### src/logic/irq_ctrl_pkg.sv
// Constants, register map and types shared by the interrupt controller.
package irq_ctrl_pkg;

  localparam int NUM_REGS = 7;
  localparam int REG_W = 8;
  localparam int ADDR_W = 5;
  localparam int VEC_W = 13;
  localparam int DEPTH_W = 4;
  localparam int NUM_VECTORS = 11;
  localparam int NUM_PINS = 2;

  // Byte addresses of the registers on the bus, one aligned word each.
  localparam logic [ADDR_W-1:0] ADDR_EDGE_SELECT = 5'h00;
  localparam logic [ADDR_W-1:0] ADDR_PRIMARY_0 = 5'h04;
  localparam logic [ADDR_W-1:0] ADDR_PRIMARY_1 = 5'h08;
  localparam logic [ADDR_W-1:0] ADDR_PRIMARY_2 = 5'h0c;
  localparam logic [ADDR_W-1:0] ADDR_GROUP_0 = 5'h10;
  localparam logic [ADDR_W-1:0] ADDR_GROUP_1 = 5'h14;
  localparam logic [ADDR_W-1:0] ADDR_GROUP_2 = 5'h18;

  // Storage index of each register.
  localparam int IDX_EDGE = 0;
  localparam int IDX_PRI0 = 1;
  localparam int IDX_PRI1 = 2;
  localparam int IDX_PRI2 = 3;
  localparam int IDX_GRP0 = 4;
  localparam int IDX_GRP1 = 5;
  localparam int IDX_GRP2 = 6;

  localparam logic [REG_W-1:0] REG_RESET = 8'h00;
  // Implemented bits per register, index 6 first.
  localparam logic [NUM_REGS-1:0][REG_W-1:0] REG_MASK =
    {8'h33, 8'hff, 8'h33, 8'hff, 8'hff, 8'h7f, 8'h0f};
  // Request flag bits per register, index 6 first.
  localparam logic [NUM_REGS-1:0][REG_W-1:0] FLAG_MASK =
    {8'h30, 8'hf0, 8'h30, 8'hf0, 8'hf0, 8'h70, 8'h00};

  // Edge select field.
  localparam int EDGE_FIELD_W = 2;
  localparam logic [1:0] EDGE_OFF = 2'h0;
  localparam logic [1:0] EDGE_RISE = 2'h1;
  localparam logic [1:0] EDGE_FALL = 2'h2;
  localparam logic [1:0] EDGE_BOTH = 2'h3;

  // Bit positions inside the control registers.
  localparam int GLOBAL_ENABLE_BIT = 0;
  localparam int PIN0_FLAG_BIT = 4;
  localparam int COMPARATOR_FLAG_BIT = 5;
  localparam int GROUP0_FLAG_BIT = 6;
  localparam int GROUP1_FLAG_BIT = 4;
  localparam int GROUP2_FLAG_BIT = 5;
  localparam int CONVERTER_FLAG_BIT = 6;
  localparam int TIMEBASE0_FLAG_BIT = 7;
  localparam int TIMEBASE1_FLAG_BIT = 4;
  localparam int PIN1_FLAG_BIT = 5;
  localparam int SERIAL_FLAG_BIT = 6;
  localparam int UART_FLAG_BIT = 7;
  localparam int STD_CMPP_FLAG_BIT = 4;
  localparam int STD_CMPA_FLAG_BIT = 5;
  localparam int PERIODIC_CMPP_FLAG_BIT = 4;
  localparam int PERIODIC_CMPA_FLAG_BIT = 5;
  localparam int COMPACT_CMPP_FLAG_BIT = 6;
  localparam int COMPACT_CMPA_FLAG_BIT = 7;
  localparam int LOW_VOLTAGE_FLAG_BIT = 4;
  localparam int EEPROM_FLAG_BIT = 5;

  // Vector table in priority order, index 0 has the lowest vector address.
  // Order: pin0, pin1, comparator, group0, group1, group2, converter,
  // timebase0, timebase1, serial module, uart.
  localparam int VEC_REG [NUM_VECTORS] = '{1, 3, 1, 1, 2, 2, 2, 2, 3, 3, 3};
  localparam int VEC_FLAG [NUM_VECTORS] = '{4, 5, 5, 6, 4, 5, 6, 7, 4, 6, 7};
  localparam int VEC_ENABLE [NUM_VECTORS] = '{1, 1, 2, 3, 0, 1, 2, 3, 0, 2, 3};
  localparam logic [VEC_W-1:0] VECTOR_BASE = 13'h0004;
  localparam logic [VEC_W-1:0] VECTOR_STEP = 13'h0004;

  localparam logic [1:0] RESP_OKAY = 2'h0;
  localparam logic [1:0] RESP_SLVERR = 2'h2;

  typedef enum logic {
    ARB_IDLE,
    ARB_OFFER
  } arb_state_e;

endpackage : irq_ctrl_pkg

### src/logic/irq_ctrl.sv
// Interrupt controller: edge select, flags, enables, arbitration, wake and AXI4-Lite registers.
// Operation
// - Pin 0 edge field bits 1:0: 00 off, 01 rise, 10 fall, 11 both.
// - Pin 1 edge field bits 3:2, same coding; bits 7:4 read zero.
// - A source's trigger sets its flag regardless of any enable.
// - A set flag causes a vector jump only when its enable is one.
// - Global enable at zero blocks every interrupt.
// - Taking an interrupt pushes the return address and loads the source vector.
// - Service routine ends with return, which pops the saved address.
// - Servicing an interrupt clears the global enable automatically.
// - Requests arriving during service still set and hold their flags.
// - A full stack holds every enabled request pending until it drains.
// - Simultaneous enabled requests are served one by one by fixed priority.
// - Any flag becoming set wakes the device, ungated by enables.
// - Primary register 0 layout: group0, comparator, pin0 flags and enables, global.
// - Primary register 1: timebase0, converter, group2, group1 flags then enables.
// - Primary register 2: uart, serial, pin1, timebase1 flags then enables.
// - Group register 0: standard timer compare flags 5:4, enables 1:0.
// - Group register 1: compact and periodic timer compare flags and enables.
// - Group register 2: eeprom flag 5, low voltage flag 4, enables 1:0.
// - All implemented bits read and write, reset to zero; others read zero.
// - A group flag sets when any of its source flags becomes set.
// - Serving a group clears the group flag but not its source flags.
// - Pin flags set on the selected edge; independent flags clear on service.
//
// Added by the designer: the register addresses and the AXI4-Lite register port.
`timescale 1ns/1ps
`default_nettype none

module irq_ctrl (
  input wire logic sysClk,
  input wire logic reset,
  // AXI4-Lite slave.
  input wire logic awvalid,
  output logic awready,
  input wire logic [irq_ctrl_pkg::ADDR_W-1:0] awaddr,
  input wire logic wvalid,
  output logic wready,
  input wire logic [31:0] wdata,
  input wire logic [3:0] wstrb,
  output logic bvalid,
  input wire logic bready,
  output logic [1:0] bresp,
  input wire logic arvalid,
  output logic arready,
  input wire logic [irq_ctrl_pkg::ADDR_W-1:0] araddr,
  output logic rvalid,
  input wire logic rready,
  output logic [31:0] rdata,
  output logic [1:0] rresp,
  // External interrupt pins, asynchronous.
  input wire logic [irq_ctrl_pkg::NUM_PINS-1:0] extPin,
  // Peripheral request events, one-cycle pulses on sysClk.
  input wire logic comparatorEvent,
  input wire logic converterEvent,
  input wire logic timebase0Event,
  input wire logic timebase1Event,
  input wire logic serialModuleEvent,
  input wire logic uartEvent,
  input wire logic stdTimerCmpaEvent,
  input wire logic stdTimerCmppEvent,
  input wire logic compactTimerCmpaEvent,
  input wire logic compactTimerCmppEvent,
  input wire logic periodicTimerCmpaEvent,
  input wire logic periodicTimerCmppEvent,
  input wire logic lowVoltageEvent,
  input wire logic eepromEvent,
  // Program sequencer.
  input wire logic stackFull,
  output logic irqRequest,
  output logic [irq_ctrl_pkg::VEC_W-1:0] irqVector,
  input wire logic irqAck,
  input wire logic returnFromInterrupt,
  output logic inService,
  output logic wakeUp
);
  import irq_ctrl_pkg::*;

  typedef struct packed {
    logic [NUM_REGS-1:0][REG_W-1:0] regs;
    logic [NUM_PINS-1:0] pinSync1;
    logic [NUM_PINS-1:0] pinSync2;
    logic [NUM_PINS-1:0] pinPrev;
    logic awHeld;
    logic [ADDR_W-1:0] awAddr;
    logic wHeld;
    logic [REG_W-1:0] wData;
    logic wLane0;
    logic bValid;
    logic [1:0] bResp;
    logic rValid;
    logic [REG_W-1:0] rData;
    logic [1:0] rResp;
    arb_state_e state;
    logic [3:0] sel;
    logic [VEC_W-1:0] vector;
    logic [DEPTH_W-1:0] depth;
    logic wake;
  } state_s;

  state_s state_q;
  state_s state_d;

  logic [NUM_REGS-1:0][REG_W-1:0] hwSet;
  logic [NUM_PINS-1:0] pinEdge;
  logic [NUM_VECTORS-1:0] pending;
  logic anyPending;
  logic [3:0] pick;
  logic globalEnable;
  logic offerValid;
  logic doWrite;
  logic writeHit;
  logic [2:0] writeIdx;
  logic readHit;
  logic [2:0] readIdx;
  logic groupRise0;
  logic groupRise1;
  logic groupRise2;

  function automatic logic [3:0] decodeAddr(input logic [ADDR_W-1:0] addr);
    logic [3:0] res;
    res = 4'h0;
    if (addr == ADDR_EDGE_SELECT) begin
      res = {1'b1, 3'(IDX_EDGE)};
    end else if (addr == ADDR_PRIMARY_0) begin
      res = {1'b1, 3'(IDX_PRI0)};
    end else if (addr == ADDR_PRIMARY_1) begin
      res = {1'b1, 3'(IDX_PRI1)};
    end else if (addr == ADDR_PRIMARY_2) begin
      res = {1'b1, 3'(IDX_PRI2)};
    end else if (addr == ADDR_GROUP_0) begin
      res = {1'b1, 3'(IDX_GRP0)};
    end else if (addr == ADDR_GROUP_1) begin
      res = {1'b1, 3'(IDX_GRP1)};
    end else if (addr == ADDR_GROUP_2) begin
      res = {1'b1, 3'(IDX_GRP2)};
    end
    return res;
  endfunction : decodeAddr

  assign globalEnable = state_q.regs[IDX_PRI0][GLOBAL_ENABLE_BIT];
  assign {writeHit, writeIdx} = decodeAddr(state_q.awAddr);
  assign {readHit, readIdx} = decodeAddr(araddr);
  assign doWrite = state_q.awHeld && state_q.wHeld && !state_q.bValid;

  // Only the second synchroniser stage and its delayed copy feed the edge detector.
  always_comb begin
    logic [1:0] mode;
    logic rise;
    logic fall;
    mode = EDGE_OFF;
    rise = 1'b0;
    fall = 1'b0;
    for (int i = 0; i < NUM_PINS; i++) begin
      mode = state_q.regs[IDX_EDGE][EDGE_FIELD_W*i +: EDGE_FIELD_W];
      rise = state_q.pinSync2[i] && !state_q.pinPrev[i];
      fall = !state_q.pinSync2[i] && state_q.pinPrev[i];
      pinEdge[i] = ((mode == EDGE_RISE) && rise) ||
                   ((mode == EDGE_FALL) && fall) ||
                   ((mode == EDGE_BOTH) && (rise || fall));
    end
  end

  // Hardware set requests, independent of any enable bit.
  always_comb begin
    hwSet = '0;
    hwSet[IDX_PRI0][PIN0_FLAG_BIT] = pinEdge[0];
    hwSet[IDX_PRI2][PIN1_FLAG_BIT] = pinEdge[1];
    hwSet[IDX_PRI0][COMPARATOR_FLAG_BIT] = comparatorEvent;
    hwSet[IDX_PRI1][CONVERTER_FLAG_BIT] = converterEvent;
    hwSet[IDX_PRI1][TIMEBASE0_FLAG_BIT] = timebase0Event;
    hwSet[IDX_PRI2][TIMEBASE1_FLAG_BIT] = timebase1Event;
    hwSet[IDX_PRI2][SERIAL_FLAG_BIT] = serialModuleEvent;
    hwSet[IDX_PRI2][UART_FLAG_BIT] = uartEvent;
    hwSet[IDX_GRP0][STD_CMPA_FLAG_BIT] = stdTimerCmpaEvent;
    hwSet[IDX_GRP0][STD_CMPP_FLAG_BIT] = stdTimerCmppEvent;
    hwSet[IDX_GRP1][COMPACT_CMPA_FLAG_BIT] = compactTimerCmpaEvent;
    hwSet[IDX_GRP1][COMPACT_CMPP_FLAG_BIT] = compactTimerCmppEvent;
    hwSet[IDX_GRP1][PERIODIC_CMPA_FLAG_BIT] = periodicTimerCmpaEvent;
    hwSet[IDX_GRP1][PERIODIC_CMPP_FLAG_BIT] = periodicTimerCmppEvent;
    hwSet[IDX_GRP2][EEPROM_FLAG_BIT] = eepromEvent;
    hwSet[IDX_GRP2][LOW_VOLTAGE_FLAG_BIT] = lowVoltageEvent;
  end

  // Fixed priority: scanning downward leaves the lowest vector index selected.
  always_comb begin
    pick = 4'h0;
    for (int v = 0; v < NUM_VECTORS; v++) begin
      pending[v] = state_q.regs[VEC_REG[v]][VEC_FLAG[v]] &&
                   state_q.regs[VEC_REG[v]][VEC_ENABLE[v]];
    end
    for (int v = NUM_VECTORS - 1; v >= 0; v--) begin
      if (pending[v]) begin
        pick = 4'(v);
      end
    end
  end

  assign anyPending = |pending;

  // The offer is withdrawn as soon as its flag, enable or the global enable drop,
  // or the stack fills, so the sequencer never acknowledges a stale request.
  assign offerValid = (state_q.state == ARB_OFFER) && pending[state_q.sel] &&
                      globalEnable && !stackFull;

  always_comb begin
    state_d = state_q;

    state_d.pinSync1 = extPin;
    state_d.pinSync2 = state_q.pinSync1;
    state_d.pinPrev = state_q.pinSync2;

    // Write channel: address and data may arrive in either order.
    if (awvalid && awready) begin
      state_d.awHeld = 1'b1;
      state_d.awAddr = awaddr;
    end
    if (wvalid && wready) begin
      state_d.wHeld = 1'b1;
      state_d.wData = wdata[REG_W-1:0];
      state_d.wLane0 = wstrb[0];
    end
    if (doWrite) begin
      state_d.awHeld = 1'b0;
      state_d.wHeld = 1'b0;
      state_d.bValid = 1'b1;
      state_d.bResp = writeHit ? RESP_OKAY : RESP_SLVERR;
      if (writeHit && state_q.wLane0) begin
        state_d.regs[writeIdx] = state_q.wData & REG_MASK[writeIdx];
      end
    end
    if (state_q.bValid && bready) begin
      state_d.bValid = 1'b0;
    end

    // Read channel: one read in flight, answered one cycle after acceptance.
    if (arvalid && arready) begin
      state_d.rValid = 1'b1;
      state_d.rResp = readHit ? RESP_OKAY : RESP_SLVERR;
      state_d.rData = readHit ? (state_q.regs[readIdx] & REG_MASK[readIdx]) : '0;
    end else if (state_q.rValid && rready) begin
      state_d.rValid = 1'b0;
    end

    // Arbitration toward the program sequencer.
    case (state_q.state)
      ARB_IDLE: begin
        if (anyPending && globalEnable && !stackFull) begin
          state_d.sel = pick;
          state_d.vector = VECTOR_BASE + VEC_W'(VECTOR_STEP * pick);
          state_d.state = ARB_OFFER;
        end
      end
      ARB_OFFER: begin
        if (offerValid && irqAck) begin
          // Clearing after the software write lets the service clear win over it.
          state_d.regs[VEC_REG[state_q.sel]][VEC_FLAG[state_q.sel]] = 1'b0;
          state_d.regs[IDX_PRI0][GLOBAL_ENABLE_BIT] = 1'b0;
          state_d.state = ARB_IDLE;
        end else if (!offerValid) begin
          state_d.state = ARB_IDLE;
        end
      end
      default: begin
        state_d.state = ARB_IDLE;
      end
    endcase

    // Nesting depth; a software re-enable of the global bit allows depth above one.
    if (offerValid && irqAck && !(returnFromInterrupt && state_q.depth != '0)) begin
      state_d.depth = state_q.depth + DEPTH_W'(1);
    end else if (!(offerValid && irqAck) && returnFromInterrupt && state_q.depth != '0) begin
      state_d.depth = state_q.depth - DEPTH_W'(1);
    end

    // Hardware sets are applied last so they win over writes and service clears.
    state_d.regs = state_d.regs | hwSet;

    groupRise0 = |(state_d.regs[IDX_GRP0] & ~state_q.regs[IDX_GRP0] & FLAG_MASK[IDX_GRP0]);
    groupRise1 = |(state_d.regs[IDX_GRP1] & ~state_q.regs[IDX_GRP1] & FLAG_MASK[IDX_GRP1]);
    groupRise2 = |(state_d.regs[IDX_GRP2] & ~state_q.regs[IDX_GRP2] & FLAG_MASK[IDX_GRP2]);
    if (groupRise0) begin
      state_d.regs[IDX_PRI0][GROUP0_FLAG_BIT] = 1'b1;
    end
    if (groupRise1) begin
      state_d.regs[IDX_PRI1][GROUP1_FLAG_BIT] = 1'b1;
    end
    if (groupRise2) begin
      state_d.regs[IDX_PRI1][GROUP2_FLAG_BIT] = 1'b1;
    end

    // Only a 0-to-1 change wakes, so a flag preset before sleep stays silent.
    state_d.wake = 1'b0;
    for (int r = 0; r < NUM_REGS; r++) begin
      if (|(state_d.regs[r] & ~state_q.regs[r] & FLAG_MASK[r])) begin
        state_d.wake = 1'b1;
      end
    end
  end

  always_ff @(posedge sysClk) begin
    if (reset) begin
      state_q <= '0;
      state_q.state <= ARB_IDLE;
    end else begin
      state_q <= state_d;
    end
  end

  assign awready = !state_q.awHeld && !state_q.bValid;
  assign wready = !state_q.wHeld && !state_q.bValid;
  assign bvalid = state_q.bValid;
  assign bresp = state_q.bResp;
  assign arready = !state_q.rValid;
  assign rvalid = state_q.rValid;
  assign rdata = {24'h000000, state_q.rData};
  assign rresp = state_q.rResp;
  assign irqRequest = offerValid;
  assign irqVector = state_q.vector;
  assign inService = state_q.depth != '0;
  assign wakeUp = state_q.wake;

endmodule : irq_ctrl

`default_nettype wire

### config.mk
export PLATFORM = sky130hd
export DESIGN_NAME = irq_ctrl
export DESIGN_NICKNAME = d
export VERILOG_FILES = /design/src/logic/irq_ctrl_pkg.sv /design/src/logic/irq_ctrl.sv
export SDC_FILE = /design/constraint.sdc
export NUM_CORES = 1
export LEC_CHECK = 0
export ABC_AREA = 0
export BUFFER_PORTS_ARGS = -buffer_cell sky130_fd_sc_hd__buf_2
export CAP_MARGIN = 5
export CORE_MARGIN = 5
export CORE_UTILIZATION = 54
export DETAILED_ROUTE_END_ITERATION = 8
export GPL_TIMING_DRIVEN = 0
export PLACE_DENSITY_LB_ADDON = 0.1
export SYNTH_ARGS = -nofsm -noshare
export SYNTH_HDL_FRONTEND = slang
export SYNTH_SLANG_ARGS = --single-unit
### constraint.sdc
create_clock -name sysClk -period 3.21 [get_ports sysClk]
set_input_delay 0.1605 -clock sysClk [delete_from_list [all_inputs] [get_ports sysClk]]
set_output_delay 0.1605 -clock sysClk [all_outputs]
set_load 0.03 [all_outputs]
==> metrics.csv <==
metric,value,unit
fin nets,889,
Worst EP arrival,3.30,ns
"Clk pin slew, worst setup/hold paths",0.10,ns
final worst clock skew,0.0123,ns
cell accounting for the most synthesized area,sky130_fd_sc_hd__dfxtp_1,
Reg2Reg Launch Point,state_q[18],
cell leakage power,0.00273,uW
Post-synth EDFFs,0,
Area Overhead vs Synth,15.9,%
placeable core region,9730,um^2
average wire per standard cell,16.8,um
Hold EP,state_d[55],
Hold WS,0.0140,ns
classification of the worst setup path,reg2reg,
global-route wire length before repair,24800,um
peak supply drop,0.273,mV
"commonest non-fill, non-tap cells in the layout","sky130_fd_sc_hd__nor2_1, sky130_fd_sc_hd__dfxtp_1, sky130_fd_sc_hd__nand2_1",
class of the tightest hold or removal check,in2reg,
register area,1910,um^2
most frequent standard cell in the layout excluding fill and tap cells,sky130_fd_sc_hd__nor2_1,
final critical-path required period,3.06,ns
drt pass-1 iters,5,
post-synthesis cell area,5370,um^2
multi-input combinational cell area,2990,um^2
run status,completed,
insertion delay to the later sink of the worst-skew pair,0.37,ns
critical path endpoint category,flip-flop,
Crit path required time,3.44,ns
Setup TNS Final,0,ns
H-tree level count,3,
via count of the first global-routing pass,4815,
"buffers from clock root to sink, at most",2,
internal power contribution,1750,uW
initial core utilization,55.2,%
share of flip-flops with an asynchronous set or reset,0,%
Slew @ Worst Pin,0.835,ns
startpoint of the tightest hold check path,extPin[0],
final routed wirelength across all metal layers,15800,um
number of buffer cells added on primary ports,66,
number of filler cells placed in the layout,953,
via/cell ratio,5.54,
TritonCTS clock tree,done,
achievable frequency,326,MHz
Reg2Reg Capture Point,state_q[4],
post-synth top area share,35.4,%
DPL Wire Length,12200,um
final hold violation count,0,
cells taking the most area after synthesis,"sky130_fd_sc_hd__dfxtp_1, sky130_fd_sc_hd__nor2_1, sky130_fd_sc_hd__buf_4, sky130_fd_sc_hd__a21oi_1, sky130_fd_sc_hd__nand2_1",
number of buffers created by CTS,9,
Cells after Synth,694,
antenna violations before repair,0,
Worst Path Max Fanout,9,
ant diodes,0,
# DRC,0,
overflow left after global routing,0,
Clock power frac,28.1,%
type of origin of the critical path,flip-flop,
mean instance size in the synthesized netlist,7.73,um^2
Post-synth top flop,sky130_fd_sc_hd__dfxtp_1,
combinational fraction of design power,22.1,%
Flop pwr share,49.8,%
Die X,110,um
register bit total from synthesis,95,
Die Area,12000,um^2
Final GP Congestion,0.949,
ratio of cells with drive above 1 in the final layout,19.1,%
part of the Yosys area used for sequential elements,35.4,%
Tcrit/Tclk final,95.5,%
slack of the worst reg-to-reg path,0.15,ns
instance count along the most critical hold path,2,
worst reg-to-reg path cell count,14,
Yosys cell types,72,
net switching power,862,uW
DRT iter0 DRCs,403,
Final setup violation count,0,
die height,110,um
maximum number of pins on one net before global-route repair,17,
Row Count,36,
fraction of power spent switching nets,33.0,%
global-route usage over all layers,26.8,%
cell chosen for the clock root,sky130_fd_sc_hd__clkbuf_8,
Final Slew Violations,0,
number of top-level design ports,129,
worst slew margin relative to its limit,44.3,%
Vias,5230,
P per Cell Area,420,nW/um^2
Synth Warn #,0,
clk sinks,95,
post-route ant nets,0,
count of max-cap constraint violations,0,
worst max-delay path by stage:
stage / start / to / slack (ns) / cells after the start
floorplan: state_q[18] / state_q[4] / 0.34 / 14
global placement: state_q[73] / state_q[4] / -0.03 / 14
detailed placement: state_q[73] / state_q[4] / -0.1 / 14
CTS: state_q[73] / state_q[4] / 0.005 / 14
global route: state_q[18] / state_q[4] / -0.0006 / 14
finish: state_q[18] / state_q[4] / 0.15 / 14
cell type report:
class | count | area share [%]
inverter | 27 | 1.63
tap | 133 | 2.67
timing repair buffer | 68 | 5.63
clock buffer | 10 | 2.05
clock inverter | 6 | 0.704
sequential | 95 | 30.7
buffer | 86 | 8.49
multi-input combinational | 519 | 48.1
through the flow:
step                utilization [%]  cell area, um^2  total power, uW  cells  setup WS, ns
finish                         64.0             6220             2610    944         0.145
global route                   64.0             6220             2730    944     -0.000628
CTS                            63.6             6180             2620    944       0.00527
detailed placement             61.5             5990             1900    926       -0.0991
global placement               61.5             5990             1880    926       -0.0268
floorplan                         -             5490             1750    727         0.342
worst max-delay path: stages (launching register included):
cell                        delay, ns
sky130_fd_sc_hd__dfxtp_2         0.36
sky130_fd_sc_hd__buf_4           0.16
sky130_fd_sc_hd__mux4_2          0.56
sky130_fd_sc_hd__a2bb2oi_4       0.18
sky130_fd_sc_hd__and2_4          0.16
sky130_fd_sc_hd__buf_6           0.11
sky130_fd_sc_hd__clkbuf_4        0.19
sky130_fd_sc_hd__nand2_1         0.12
sky130_fd_sc_hd__ha_1            0.29
sky130_fd_sc_hd__a21o_1          0.17
sky130_fd_sc_hd__a21oi_1         0.17
sky130_fd_sc_hd__nor2b_1         0.16
sky130_fd_sc_hd__mux2i_1         0.09
sky130_fd_sc_hd__xor2_1          0.16
sky130_fd_sc_hd__nor2_1          0.06
synthesized netlist by cell type, drive strengths merged (5+ instances only):
cell type,n
clkbuf,29
inv,27
buf,57
and2,15
a22oi,5
nand2,79
o21ai,20
ha,10
nand4,5
mux2i,25
nor2b,10
nor2,110
a21oi,64
nand3,15
nand2b,9
mux2,5
dfxtp,95
nor3,8
a211oi,14
a31oi,17
power groups by stage:
stage          clock network [uW]  logic, uW  registers (uW)
2_1_floorplan                   0        435            1310
3_3_place_gp                    0        554            1330
3_5_place_dp                    0        572            1330
4_1_cts                       744        576            1300
5_1_grt                       784        633            1310
6_report                      734        577            1300
logic make-up after synthesis:
logic type | count (synthesis) | share of synthesized area [%]
AOI/OAI and AO/OA | 164 | 19.7
muxes | 31 | 6.13
and+or+nand+nor | 274 | 23.4
other | 1 | 0.0699
xor gates and xnor gates | 5 | 0.956
buffers and inverters | 113 | 11.6
DFF | 95 | 35.4
adders and majority gates | 11 | 2.70
routing by layer:
layer  part of all wire (%)  GRT usage (%)
met5                      0              0
met4                    4.0           13.1
met3                    7.9           4.40
met2                     45           42.0
met1                     43           35.6
what timing repair did:
item                                    4_1_cts  5_1_grt
pin swaps                                     0        1
resized for setup                             1       13
endpoints found under the hold margin         2        0
buffers inserted                              0        0
endpoints found under the setup margin        1        1
hold buffers                                  2        0
No activity file was read; power rests on OpenSTA's default activity.
